[config.mk]
export PLATFORM = sky130hd
export DESIGN_NAME = touch_block_pattern_detect
export DESIGN_NICKNAME = d
export VERILOG_FILES = /design/src/hdl/touch_block_pkg.sv /design/src/hdl/touch_block_pattern_detect.sv /design/src/hdl/pattern_thresh_scale.sv /design/src/hdl/touch_limit_select.sv
export VERILOG_INCLUDE_DIRS = /design/src /design/src/hdl
export SDC_FILE = /design/constraint.sdc
export NUM_CORES = 1
export LEC_CHECK = 0
export ABC_AREA = 0
export BUFFER_PORTS_ARGS = -buffer_cell sky130_fd_sc_hd__buf_2
export CORE_UTILIZATION = 50
export CTS_CLUSTER_SIZE = 8
export DETAILED_ROUTE_END_ITERATION = 8
export GPL_TIMING_DRIVEN = 1
export HOLD_SLACK_MARGIN = 0.03
export PLACE_DENSITY_LB_ADDON = 0.25
export SLEW_MARGIN = 20
export SYNTH_ARGS = -nofsm -noshare
export SYNTH_HDL_FRONTEND = slang
export SYNTH_SLANG_ARGS = --single-unit
[constraint.sdc]
create_clock -name clk -period 6.18 [get_ports clk]
set_clock_uncertainty 0.2 [all_clocks]
set_input_delay 0.927 -clock clk [delete_from_list [all_inputs] [get_ports clk]]
set_output_delay 0.927 -clock clk [all_outputs]
set_load 0.03 [all_outputs]
[src/hdl/touch_block_cfg.svh]
// Purpose: Register offsets, field positions and reset values of the touch blocking and pattern block.
// Assumes: Eight-bit registers reached through the device's own serial register port.
// Notes:   Definitions only; included by bare name.
`ifndef TOUCH_BLOCK_CFG_SVH
`define TOUCH_BLOCK_CFG_SVH

// ----------------------------------------------------------------------------
// Register offsets
// ----------------------------------------------------------------------------
`define GUARD_ENABLE_ADDR 8'h29
`define MULTI_TOUCH_CONFIG_ADDR 8'h2a
`define PATTERN_DETECT_CONFIG_ADDR 8'h2b
`define PATTERN_SELECT_ADDR 8'h2d

// ----------------------------------------------------------------------------
// Reset values
// ----------------------------------------------------------------------------
`define GUARD_ENABLE_RESET 8'h00
`define MULTI_TOUCH_CONFIG_RESET 8'h80
`define PATTERN_DETECT_CONFIG_RESET 8'h00
`define PATTERN_SELECT_RESET 8'h07

// ----------------------------------------------------------------------------
// Field positions
// ----------------------------------------------------------------------------
`define GUARD_IN1_BIT 0
`define GUARD_IN3_BIT 2
`define BLOCK_EN_BIT 7
`define LIMIT_LSB 2
`define LIMIT_MSB 3
`define PAT_EN_BIT 7
`define PAT_SCALE_LSB 2
`define PAT_SCALE_MSB 3
`define PAT_MODE_BIT 1
`define PAT_ALERT_BIT 0
`define PAT_SEL_LSB 0
`define PAT_SEL_MSB 2

`endif

[src/hdl/touch_block_pkg.sv]
// Purpose: Types shared by the touch blocking and pattern detection design.
// Assumes: Three sense inputs, index 0 is input 1.
// Notes:   Register numbers live in touch_block_cfg.svh; this package holds the sizes and types.
package touch_block_pkg;

  // ----------------------------------------------------------------------------
  // Sizes
  // ----------------------------------------------------------------------------
  localparam int NUM_INPUTS = 3;
  localparam int DELTA_W = 8;
  localparam int THRESH_W = 7;

  // ----------------------------------------------------------------------------
  // Modes
  // ----------------------------------------------------------------------------
  // Order matches the field codes 00, 01, 10, 11.
  typedef enum logic [1:0] {SCALE_12P5, SCALE_25, SCALE_37P5, SCALE_100} pattern_scale_t;
  typedef enum logic {MODE_COUNT, MODE_PATTERN} pattern_mode_t;

  // ----------------------------------------------------------------------------
  // State of the top module
  // ----------------------------------------------------------------------------
  typedef struct packed {
    logic [NUM_INPUTS-1:0] guardEn;
    logic blockEn;
    logic [1:0] limitCode;
    logic patEnable;
    pattern_scale_t patScale;
    pattern_mode_t patMode;
    logic patAlertEn;
    logic [NUM_INPUTS-1:0] patSel;
    logic [NUM_INPUTS-1:0] reported;
    logic limitFlag;
    logic patActive;
    logic patFlag;
    logic alertPulse;
    logic [7:0] readData;
    logic readValid;
  } core_state_t;

endpackage

[src/hdl/touch_block_pattern_detect.sv]
// Purpose: Signal guard enables, simultaneous touch blocking and multiple touch pattern detection.
// Assumes: The sensing engine raises cycleDone for one clock with one sensing cycle's results.
// Notes:   Register port is the internal byte port behind the serial interface.
// Overview of operation
// - Guard enables sit at bit 2 for input 3, bit 0 for input 1; reset zero.
// - Any enabled guard disables input 2 from sampling and reporting.
// - Blocking enable is bit 7, reset one; cleared means the limit never blocks a touch.
// - With blocking, report up to the limit, keep valid inputs, block others until release.
// - After a release, pick allowed touches in order input 1 to input 3.
// - Limit field bits 3:2 gives 1, 2, 3, 3 touches; reset gives one.
// - Limit flag sets when touches reach the limit and others get blocked.
// - Blocking uses the full threshold; pattern uses a fraction of it.
// - Pattern scale bits 3:2 give 12.5, 25, 37.5 and 100 percent.
// - Reference is the touch threshold in Active, standby threshold in Standby.
// - Pattern enable bit 7 turns detection on; reset zero keeps it off.
// - Pattern mode: every selected input must exceed threshold or show noise.
// - Count mode: qualifying inputs must number at least the selected bit count.
// - Comparisons use one sensing cycle's results only.
// - A pattern event blocks all touch detection and raises an interrupt.
// - Inputs stay blocked while the condition holds, then detection resumes.
// - Pattern flag clears only by a host clear after the condition is gone.
// - Pattern alert enable bit 0 gates the alert; the flag sets regardless.
// - Pattern select bits 2:0 map inputs 3 to 1, reset all ones.
`include "touch_block_cfg.svh"
`timescale 1ns/1ps
`default_nettype none
module touch_block_pattern_detect (
  // Clock and reset
  input wire logic clk,
  input wire logic arst_n,
  // Register port
  input wire logic regWrite,
  input wire logic regRead,
  input wire logic [7:0] regAddr,
  input wire logic [7:0] regWriteData,
  output logic [7:0] regReadData,
  output logic regReadValid,
  // Sensing cycle results
  input wire logic cycleDone,
  input wire logic [touch_block_pkg::NUM_INPUTS-1:0][touch_block_pkg::DELTA_W-1:0] deltaCount,
  input wire logic [touch_block_pkg::NUM_INPUTS-1:0][touch_block_pkg::THRESH_W-1:0] touchThreshold,
  input wire logic [touch_block_pkg::THRESH_W-1:0] standbyThreshold,
  input wire logic [touch_block_pkg::NUM_INPUTS-1:0] standbyInput,
  input wire logic [touch_block_pkg::NUM_INPUTS-1:0] noiseFlag,
  // Interrupt bit clear from the status logic
  input wire logic intClear,
  // Status towards touch status, interrupt and alert logic
  output logic [touch_block_pkg::NUM_INPUTS-1:0] reportedTouch,
  output logic touchLimitFlag,
  output logic patternEventFlag,
  output logic patternActive,
  output logic patternAlertReq,
  // Sense front end controls
  output logic guardEnInput1,
  output logic guardEnInput3,
  output logic sense2Disable
);
  import touch_block_pkg::*;

  // ----------------------------------------------------------------------------
  // State
  // ----------------------------------------------------------------------------
  core_state_t state_reg;
  core_state_t state_next;

  // Reset image built from the documented register defaults.
  localparam logic [7:0] GUARD_RST = `GUARD_ENABLE_RESET;
  localparam logic [7:0] MTC_RST = `MULTI_TOUCH_CONFIG_RESET;
  localparam logic [7:0] PDC_RST = `PATTERN_DETECT_CONFIG_RESET;
  localparam logic [7:0] PSEL_RST = `PATTERN_SELECT_RESET;

  localparam core_state_t STATE_RESET = '{
    guardEn: {GUARD_RST[`GUARD_IN3_BIT], 1'b0, GUARD_RST[`GUARD_IN1_BIT]},
    blockEn: MTC_RST[`BLOCK_EN_BIT],
    limitCode: MTC_RST[`LIMIT_MSB:`LIMIT_LSB],
    patEnable: PDC_RST[`PAT_EN_BIT],
    patScale: pattern_scale_t'(PDC_RST[`PAT_SCALE_MSB:`PAT_SCALE_LSB]),
    patMode: pattern_mode_t'(PDC_RST[`PAT_MODE_BIT]),
    patAlertEn: PDC_RST[`PAT_ALERT_BIT],
    patSel: PSEL_RST[`PAT_SEL_MSB:`PAT_SEL_LSB],
    reported: '0,
    limitFlag: 1'b0,
    patActive: 1'b0,
    patFlag: 1'b0,
    alertPulse: 1'b0,
    readData: 8'h00,
    readValid: 1'b0
  };

  // ----------------------------------------------------------------------------
  // Per-input thresholds and comparisons
  // ----------------------------------------------------------------------------
  logic [NUM_INPUTS-1:0][THRESH_W-1:0] refThresh;
  logic [NUM_INPUTS-1:0][THRESH_W-1:0] patThresh;
  logic [NUM_INPUTS-1:0] inputOff;
  logic [NUM_INPUTS-1:0] touchRaw;
  logic [NUM_INPUTS-1:0] qualify;

  // A guard on either outer input takes input 2 away.
  assign sense2Disable = |state_reg.guardEn;

  for (genvar i = 0; i < NUM_INPUTS; i++) begin : gen_input
    // The reference follows the state the input is enabled in.
    assign refThresh[i] = standbyInput[i] ? standbyThreshold : touchThreshold[i];

    pattern_thresh_scale #(
      .TW(THRESH_W)
    ) u_scale (
      .refThresh(refThresh[i]),
      .scale(state_reg.patScale),
      .scaledThresh(patThresh[i])
    );

    assign inputOff[i] = (i == 1) && sense2Disable;

    // Touch uses the full reference, the pattern the scaled one.
    assign touchRaw[i] = !inputOff[i] && (deltaCount[i] > {1'b0, refThresh[i]});
    assign qualify[i] = !inputOff[i] && ((deltaCount[i] > {1'b0, patThresh[i]}) || noiseFlag[i]);
  end

  // ----------------------------------------------------------------------------
  // Simultaneous touch limit
  // ----------------------------------------------------------------------------
  logic [1:0] limitCount;
  logic [NUM_INPUTS-1:0] freshChoice;
  logic [NUM_INPUTS-1:0] heldValid;
  logic noRelease;
  logic [NUM_INPUTS-1:0] allowed;

  // Code 11 repeats the three-touch limit.
  always_comb begin
    unique case (state_reg.limitCode)
      2'b00: limitCount = 2'h1;
      2'b01: limitCount = 2'h2;
      2'b10: limitCount = 2'h3;
      2'b11: limitCount = 2'h3;
    endcase
  end

  touch_limit_select #(
    .N(NUM_INPUTS)
  ) u_select (
    .touches(touchRaw),
    .limit(limitCount),
    .chosen(freshChoice)
  );

  // Previously reported pads that are still touched stay valid.
  assign heldValid = state_reg.reported & touchRaw;
  assign noRelease = (state_reg.reported != '0) && (heldValid == state_reg.reported);

  // Old set kept until a reported pad lets go; then a fresh choice in order.
  always_comb begin
    if (!state_reg.blockEn) begin
      allowed = touchRaw;
    end else if (noRelease) begin
      allowed = heldValid;
    end else begin
      allowed = freshChoice;
    end
  end

  // ----------------------------------------------------------------------------
  // Pattern condition
  // ----------------------------------------------------------------------------
  logic [1:0] qualifyCount;
  logic [1:0] selectCount;
  logic patternMatch;
  logic countMatch;
  logic patCond;
  logic patEvent;

  // Population counts of three bits fit two bits.
  assign qualifyCount = 2'({1'b0, qualify[0]} + {1'b0, qualify[1]} + {1'b0, qualify[2]});
  assign selectCount = 2'({1'b0, state_reg.patSel[0]} + {1'b0, state_reg.patSel[1]}
    + {1'b0, state_reg.patSel[2]});

  // An empty selection never fires, else it would match every cycle.
  assign patternMatch = (state_reg.patSel != '0) && ((qualify & state_reg.patSel) == state_reg.patSel);
  assign countMatch = (selectCount != 2'h0) && (qualifyCount >= selectCount);

  always_comb begin
    unique case (state_reg.patMode)
      MODE_PATTERN: patCond = state_reg.patEnable && patternMatch;
      MODE_COUNT: patCond = state_reg.patEnable && countMatch;
    endcase
  end

  // A new event is the first cycle of the condition.
  assign patEvent = cycleDone && patCond && !state_reg.patActive;

  // ----------------------------------------------------------------------------
  // Next state
  // ----------------------------------------------------------------------------
  always_comb begin
    state_next = state_reg;
    state_next.alertPulse = 1'b0;
    state_next.readValid = 1'b0;

    // Register writes; unused bits are dropped.
    if (regWrite) begin
      unique case (regAddr)
        `GUARD_ENABLE_ADDR: begin
          state_next.guardEn = {regWriteData[`GUARD_IN3_BIT], 1'b0, regWriteData[`GUARD_IN1_BIT]};
        end
        `MULTI_TOUCH_CONFIG_ADDR: begin
          state_next.blockEn = regWriteData[`BLOCK_EN_BIT];
          state_next.limitCode = regWriteData[`LIMIT_MSB:`LIMIT_LSB];
        end
        `PATTERN_DETECT_CONFIG_ADDR: begin
          state_next.patEnable = regWriteData[`PAT_EN_BIT];
          state_next.patScale = pattern_scale_t'(regWriteData[`PAT_SCALE_MSB:`PAT_SCALE_LSB]);
          state_next.patMode = pattern_mode_t'(regWriteData[`PAT_MODE_BIT]);
          state_next.patAlertEn = regWriteData[`PAT_ALERT_BIT];
        end
        `PATTERN_SELECT_ADDR: begin
          state_next.patSel = regWriteData[`PAT_SEL_MSB:`PAT_SEL_LSB];
        end
        default: begin
        end
      endcase
    end

    // Register reads answer one cycle later; unused bits and other offsets give zero.
    if (regRead) begin
      state_next.readValid = 1'b1;
      state_next.readData = 8'h00;
      unique case (regAddr)
        `GUARD_ENABLE_ADDR: begin
          state_next.readData[`GUARD_IN3_BIT] = state_reg.guardEn[2];
          state_next.readData[`GUARD_IN1_BIT] = state_reg.guardEn[0];
        end
        `MULTI_TOUCH_CONFIG_ADDR: begin
          state_next.readData[`BLOCK_EN_BIT] = state_reg.blockEn;
          state_next.readData[`LIMIT_MSB:`LIMIT_LSB] = state_reg.limitCode;
        end
        `PATTERN_DETECT_CONFIG_ADDR: begin
          state_next.readData[`PAT_EN_BIT] = state_reg.patEnable;
          state_next.readData[`PAT_SCALE_MSB:`PAT_SCALE_LSB] = state_reg.patScale;
          state_next.readData[`PAT_MODE_BIT] = state_reg.patMode;
          state_next.readData[`PAT_ALERT_BIT] = state_reg.patAlertEn;
        end
        `PATTERN_SELECT_ADDR: begin
          state_next.readData[`PAT_SEL_MSB:`PAT_SEL_LSB] = state_reg.patSel;
        end
        default: begin
        end
      endcase
    end

    // Host clear is honoured only once the condition has gone away.
    if (intClear && !state_reg.patActive) begin
      state_next.patFlag = 1'b0;
    end

    // One evaluation per sensing cycle; the reported set and pattern state carry over to the next.
    if (cycleDone) begin
      state_next.patActive = patCond;
      if (patCond) begin
        // Every input is blocked for as long as the condition stands.
        state_next.reported = '0;
        state_next.limitFlag = 1'b0;
      end else begin
        state_next.reported = allowed;
        state_next.limitFlag = state_reg.blockEn && ((touchRaw & ~allowed) != '0);
      end
      if (patCond) begin
        // Setting beats a clear arriving in the same clock.
        state_next.patFlag = 1'b1;
      end
    end

    // The alert request follows only a new event, and only when enabled.
    if (patEvent && state_reg.patAlertEn) begin
      state_next.alertPulse = 1'b1;
    end
  end

  // ----------------------------------------------------------------------------
  // State register
  // ----------------------------------------------------------------------------
  always_ff @(posedge clk or negedge arst_n) begin
    if (!arst_n) begin
      state_reg <= STATE_RESET;
    end else begin
      state_reg <= state_next;
    end
  end

  // ----------------------------------------------------------------------------
  // Outputs
  // ----------------------------------------------------------------------------
  // All come straight from the state register.
  assign regReadData = state_reg.readData;
  assign regReadValid = state_reg.readValid;
  assign reportedTouch = state_reg.reported;
  assign touchLimitFlag = state_reg.limitFlag;
  assign patternEventFlag = state_reg.patFlag;
  assign patternActive = state_reg.patActive;
  assign patternAlertReq = state_reg.alertPulse;
  assign guardEnInput1 = state_reg.guardEn[0];
  assign guardEnInput3 = state_reg.guardEn[2];
endmodule
`default_nettype wire

[src/hdl/pattern_thresh_scale.sv]
// Purpose: Scales one reference threshold by the pattern threshold code.
// Assumes: Reference already chosen between the touch and standby threshold.
// Notes:   Purely combinational; shifts avoid a multiplier.
`timescale 1ns/1ps
`default_nettype none
module pattern_thresh_scale #(
  parameter int TW = 7
) (
  // Reference and code
  input wire logic [TW-1:0] refThresh,
  input wire touch_block_pkg::pattern_scale_t scale,
  // Scaled threshold
  output logic [TW-1:0] scaledThresh
);
  import touch_block_pkg::*;

  // Eighths by shifts; 37.5% is a quarter plus an eighth, never overflowing.
  always_comb begin
    unique case (scale)
      SCALE_12P5: scaledThresh = refThresh >> 3;
      SCALE_25: scaledThresh = refThresh >> 2;
      SCALE_37P5: scaledThresh = (refThresh >> 2) + (refThresh >> 3);
      SCALE_100: scaledThresh = refThresh;
    endcase
  end
endmodule
`default_nettype wire

[src/hdl/touch_limit_select.sv]
// Purpose: Picks the first touches, in sensing order, up to a limit.
// Assumes: Index 0 is sensed first.
// Notes:   A running count ripples across the inputs; fine for three inputs.
`timescale 1ns/1ps
`default_nettype none
module touch_limit_select #(
  parameter int N = 3
) (
  // Candidates and limit
  input wire logic [N-1:0] touches,
  input wire logic [1:0] limit,
  // Allowed set
  output logic [N-1:0] chosen
);
  import touch_block_pkg::*;

  logic [1:0] runCount [N+1];

  assign runCount[0] = 2'h0;

  // Each input is taken only while the running count is below the limit.
  for (genvar i = 0; i < N; i++) begin : gen_pick
    assign chosen[i] = touches[i] && (runCount[i] < limit);
    assign runCount[i+1] = runCount[i] + {1'b0, chosen[i]};
  end
endmodule
`default_nettype wire

==> out/metrics.yaml <==
critical_path:
  r2r_setup_slack_ns: 1.41
  critPathMaxFanout: 5
  crit_type: "input port to register"
  critPathArrivalTime_ns: 5.85
  r2r-end: "patternAlertReq"
  crit_path_start: "standbyInput[0]"
  rr_worst_depth: 14
  critPathLaunchType: "input port"
  cp-end-kind: "register"
  crit-reg2reg-launch: "state_reg[22]"
  worstPathRequired_ns: 6.19
worst_hold_path:
  whs_endpoint: "patternEventFlag"
  min_from: "patternEventFlag"
  min_path_cells: 1
  hp-class: "register to register"
final_layout:
  drive_gt1_share_pct: 30.3
  stdcell_count: 591
  layout_commonest_cell: "buf_2"
  largest_register_ffs: 11
  nNetsFinal: 642
  design_area_um2: 4290
  area_growth_pct: 16.4
  mostFrequentLayoutCells: "buf_2 (92), ha_1 (61), inv_1 (33)"
  diodes: 0
logic_synthesis:
  synth_ff_type: "dfrtp_1"
  syn_area_um2: 3680
  yosys_register_bits: 26
  avgSynthCellArea_um2: 8.94
  synthCells: 412
  yosysWarnings: 0
  yosysSeqAreaShare_pct: 17.8
  async_reset_ff_share_pct: 100
  synthDistinctLibCells: 55
  synth-edff-count: 0
run_status:
  status: "finished clean"
clock_tree:
  postCtsHoldBufs: 0
  cts_inserted_buffers: 3
  clk_pin_slew_ns: 0.09
  tritoncts: "built"
  clock_path_buffers: 2
  cts_sinks: 26
  root_buffer: "clkbuf_8"
  htreeDepth: 1
  clock_latency_ns: 0.27
placed_design:
  gp_congestion: 0.850
  dpl.cell_count: 587
  dpl.hpwl_um: 7640
  placed_cell_area_um2: 4210
  io_buffers: 92
drt:
  drtAntennaViolNets: 0
  num_vias: 3397
  first_iter_violations: 169
  routed_via_density: 5.75
  wirelength_um: 8970
  dr.pass1.iters: 4
  wl_per_cell_um: 15.2
  drc: 0
timing:
  maxSlewViolCount: 0
  max_freq_ghz: 0.171
  hold_viol: 0
  setup_tns_ns: 0
  maxSlewHeadroom_pct: 41.7
  period_minus_slack_ns: 5.84
  tightest_slew_ns: 0.874
  setup_viol: 0
  period_share_pct: 94.4
  rsz0062_at_grt: "false"
global_routing:
  grt_pass1_wl_um: 14600
  antenna_found_initial: 0
  globalRouteTotalUtil_pct: 24.0
  grt_overflow: 0
  grt_pass1_vias: 3184
  grt_max_degree: 27
floorplan:
  core_um2: 6940
  rows: 30
  die_x_um: 87.8
  ios: 99
  die_area_um2: 7710
  die_height_um: 87.8
  start_util_pct: 53.0
pwr:
  vdd_ir_drop_max_v: 0.0000909
  power_leakage_uw: 0.00212
  powerDensity_nw_per_um2: 163
job:
  drv_cap: 0
==> synth_stat cells, types with 5 or more instances <==
master	count	area share [%]
clkbuf_1	12	1.2
fa_1	5	2.7
nand2_1	26	2.6
nand3_1	10	1.4
mux2_2	19	5.8
a211oi_1	9	1.8
mux4_2	9	5.5
mux2i_1	16	4.3
nand4b_1	5	1.2
ha_1	61	21
nor2b_1	10	1.7
nor2_1	32	3.3
a21o_1	10	2.0
inv_1	33	3.4
xnor2_1	6	1.4
o21ai_0	20	2.7
dfrtp_1	22	15
buf_4	11	2.2
a21oi_1	27	3.7
==> metal layers <==
layer,vias to the layer above,GRT usage (%),wire (µm)
li1,1683,-,-
met4,0,3.87,70
met3,7,2.64,434
met5,-,0,0
met2,98,40.4,4220
met1,1609,33.5,4240
==> worst max-delay path by stage <==
stage | endpoint | slack, ns | cells past startpoint
after global placement | reportedTouch[1] | 0.16 | 18
after CTS | patternAlertReq | 0.30 | 18
after global routing | patternAlertReq | 0.03 | 21
after detailed placement | patternAlertReq | 0.03 | 18
after floorplan | patternAlertReq | 0.21 | 21
final | patternAlertReq | 0.34 | 19
==> per-stage QoR <==
step                      hold slack, ns  total power [µW]  worst slack, ns  util, %
after floorplan                    0.290               463            0.211        -
after global routing               0.328               751           0.0267     61.7
after detailed placement           0.288               558           0.0291     60.6
after CTS                          0.316               699            0.303     61.6
final                              0.315               699            0.344     61.7
after global placement             0.281               544            0.164     60.6
==> power by group <==
part	switching, µW	internal (µW)	leakage, µW
clock	54.1	86.7	0.0000357
combinational	193	153	0.00175
sequential	24.3	187	0.000333
==> critical path: stages <==
cell      delay (ns)
buf_2           0.15
mux2i_1         0.38
inv_1           0.18
ha_1            0.27
fa_1            0.40
xnor2_1         0.15
mux4_2          0.46
ha_1            0.31
and3_4          0.19
a221oi_2        0.25
o21ai_1         0.11
a21oi_2         0.23
fa_1            0.46
ha_1            0.28
nand2b_1        0.09
a21oi_1         0.06
nor4b_1         0.39
a31o_1          0.31
and4b_1         0.23
==> cell type report <==
| class | count | area, µm² |
|---|---|---|
| multi-input combinational | 331 | 2790 |
| fill | 626 | 2660 |
| sequential | 26 | 656 |
| timing repair buffer | 101 | 528 |
| inverter | 33 | 124 |
| tap | 96 | 120 |
| clock buffer | 3 | 41.3 |
| clock inverter | 1 | 30.0 |
==> cell families after synthesis <==
group	Yosys count	synth area share [%]
compound gates	102	19.2
buf+inv	57	6.93
simple gates	107	14.7
mux	44	15.7
fa+ha+maj	66	23.4
flops	26	17.8
xor+xnor	9	2.14
other cells	1	0.102
==> repair_timing <==
action / in CTS / in global routing
resized for setup: 0 / 2
endpoints found under the setup margin: 0 / 1
buffers inserted: 0 / 0
(Power assumes the default switching activity.)
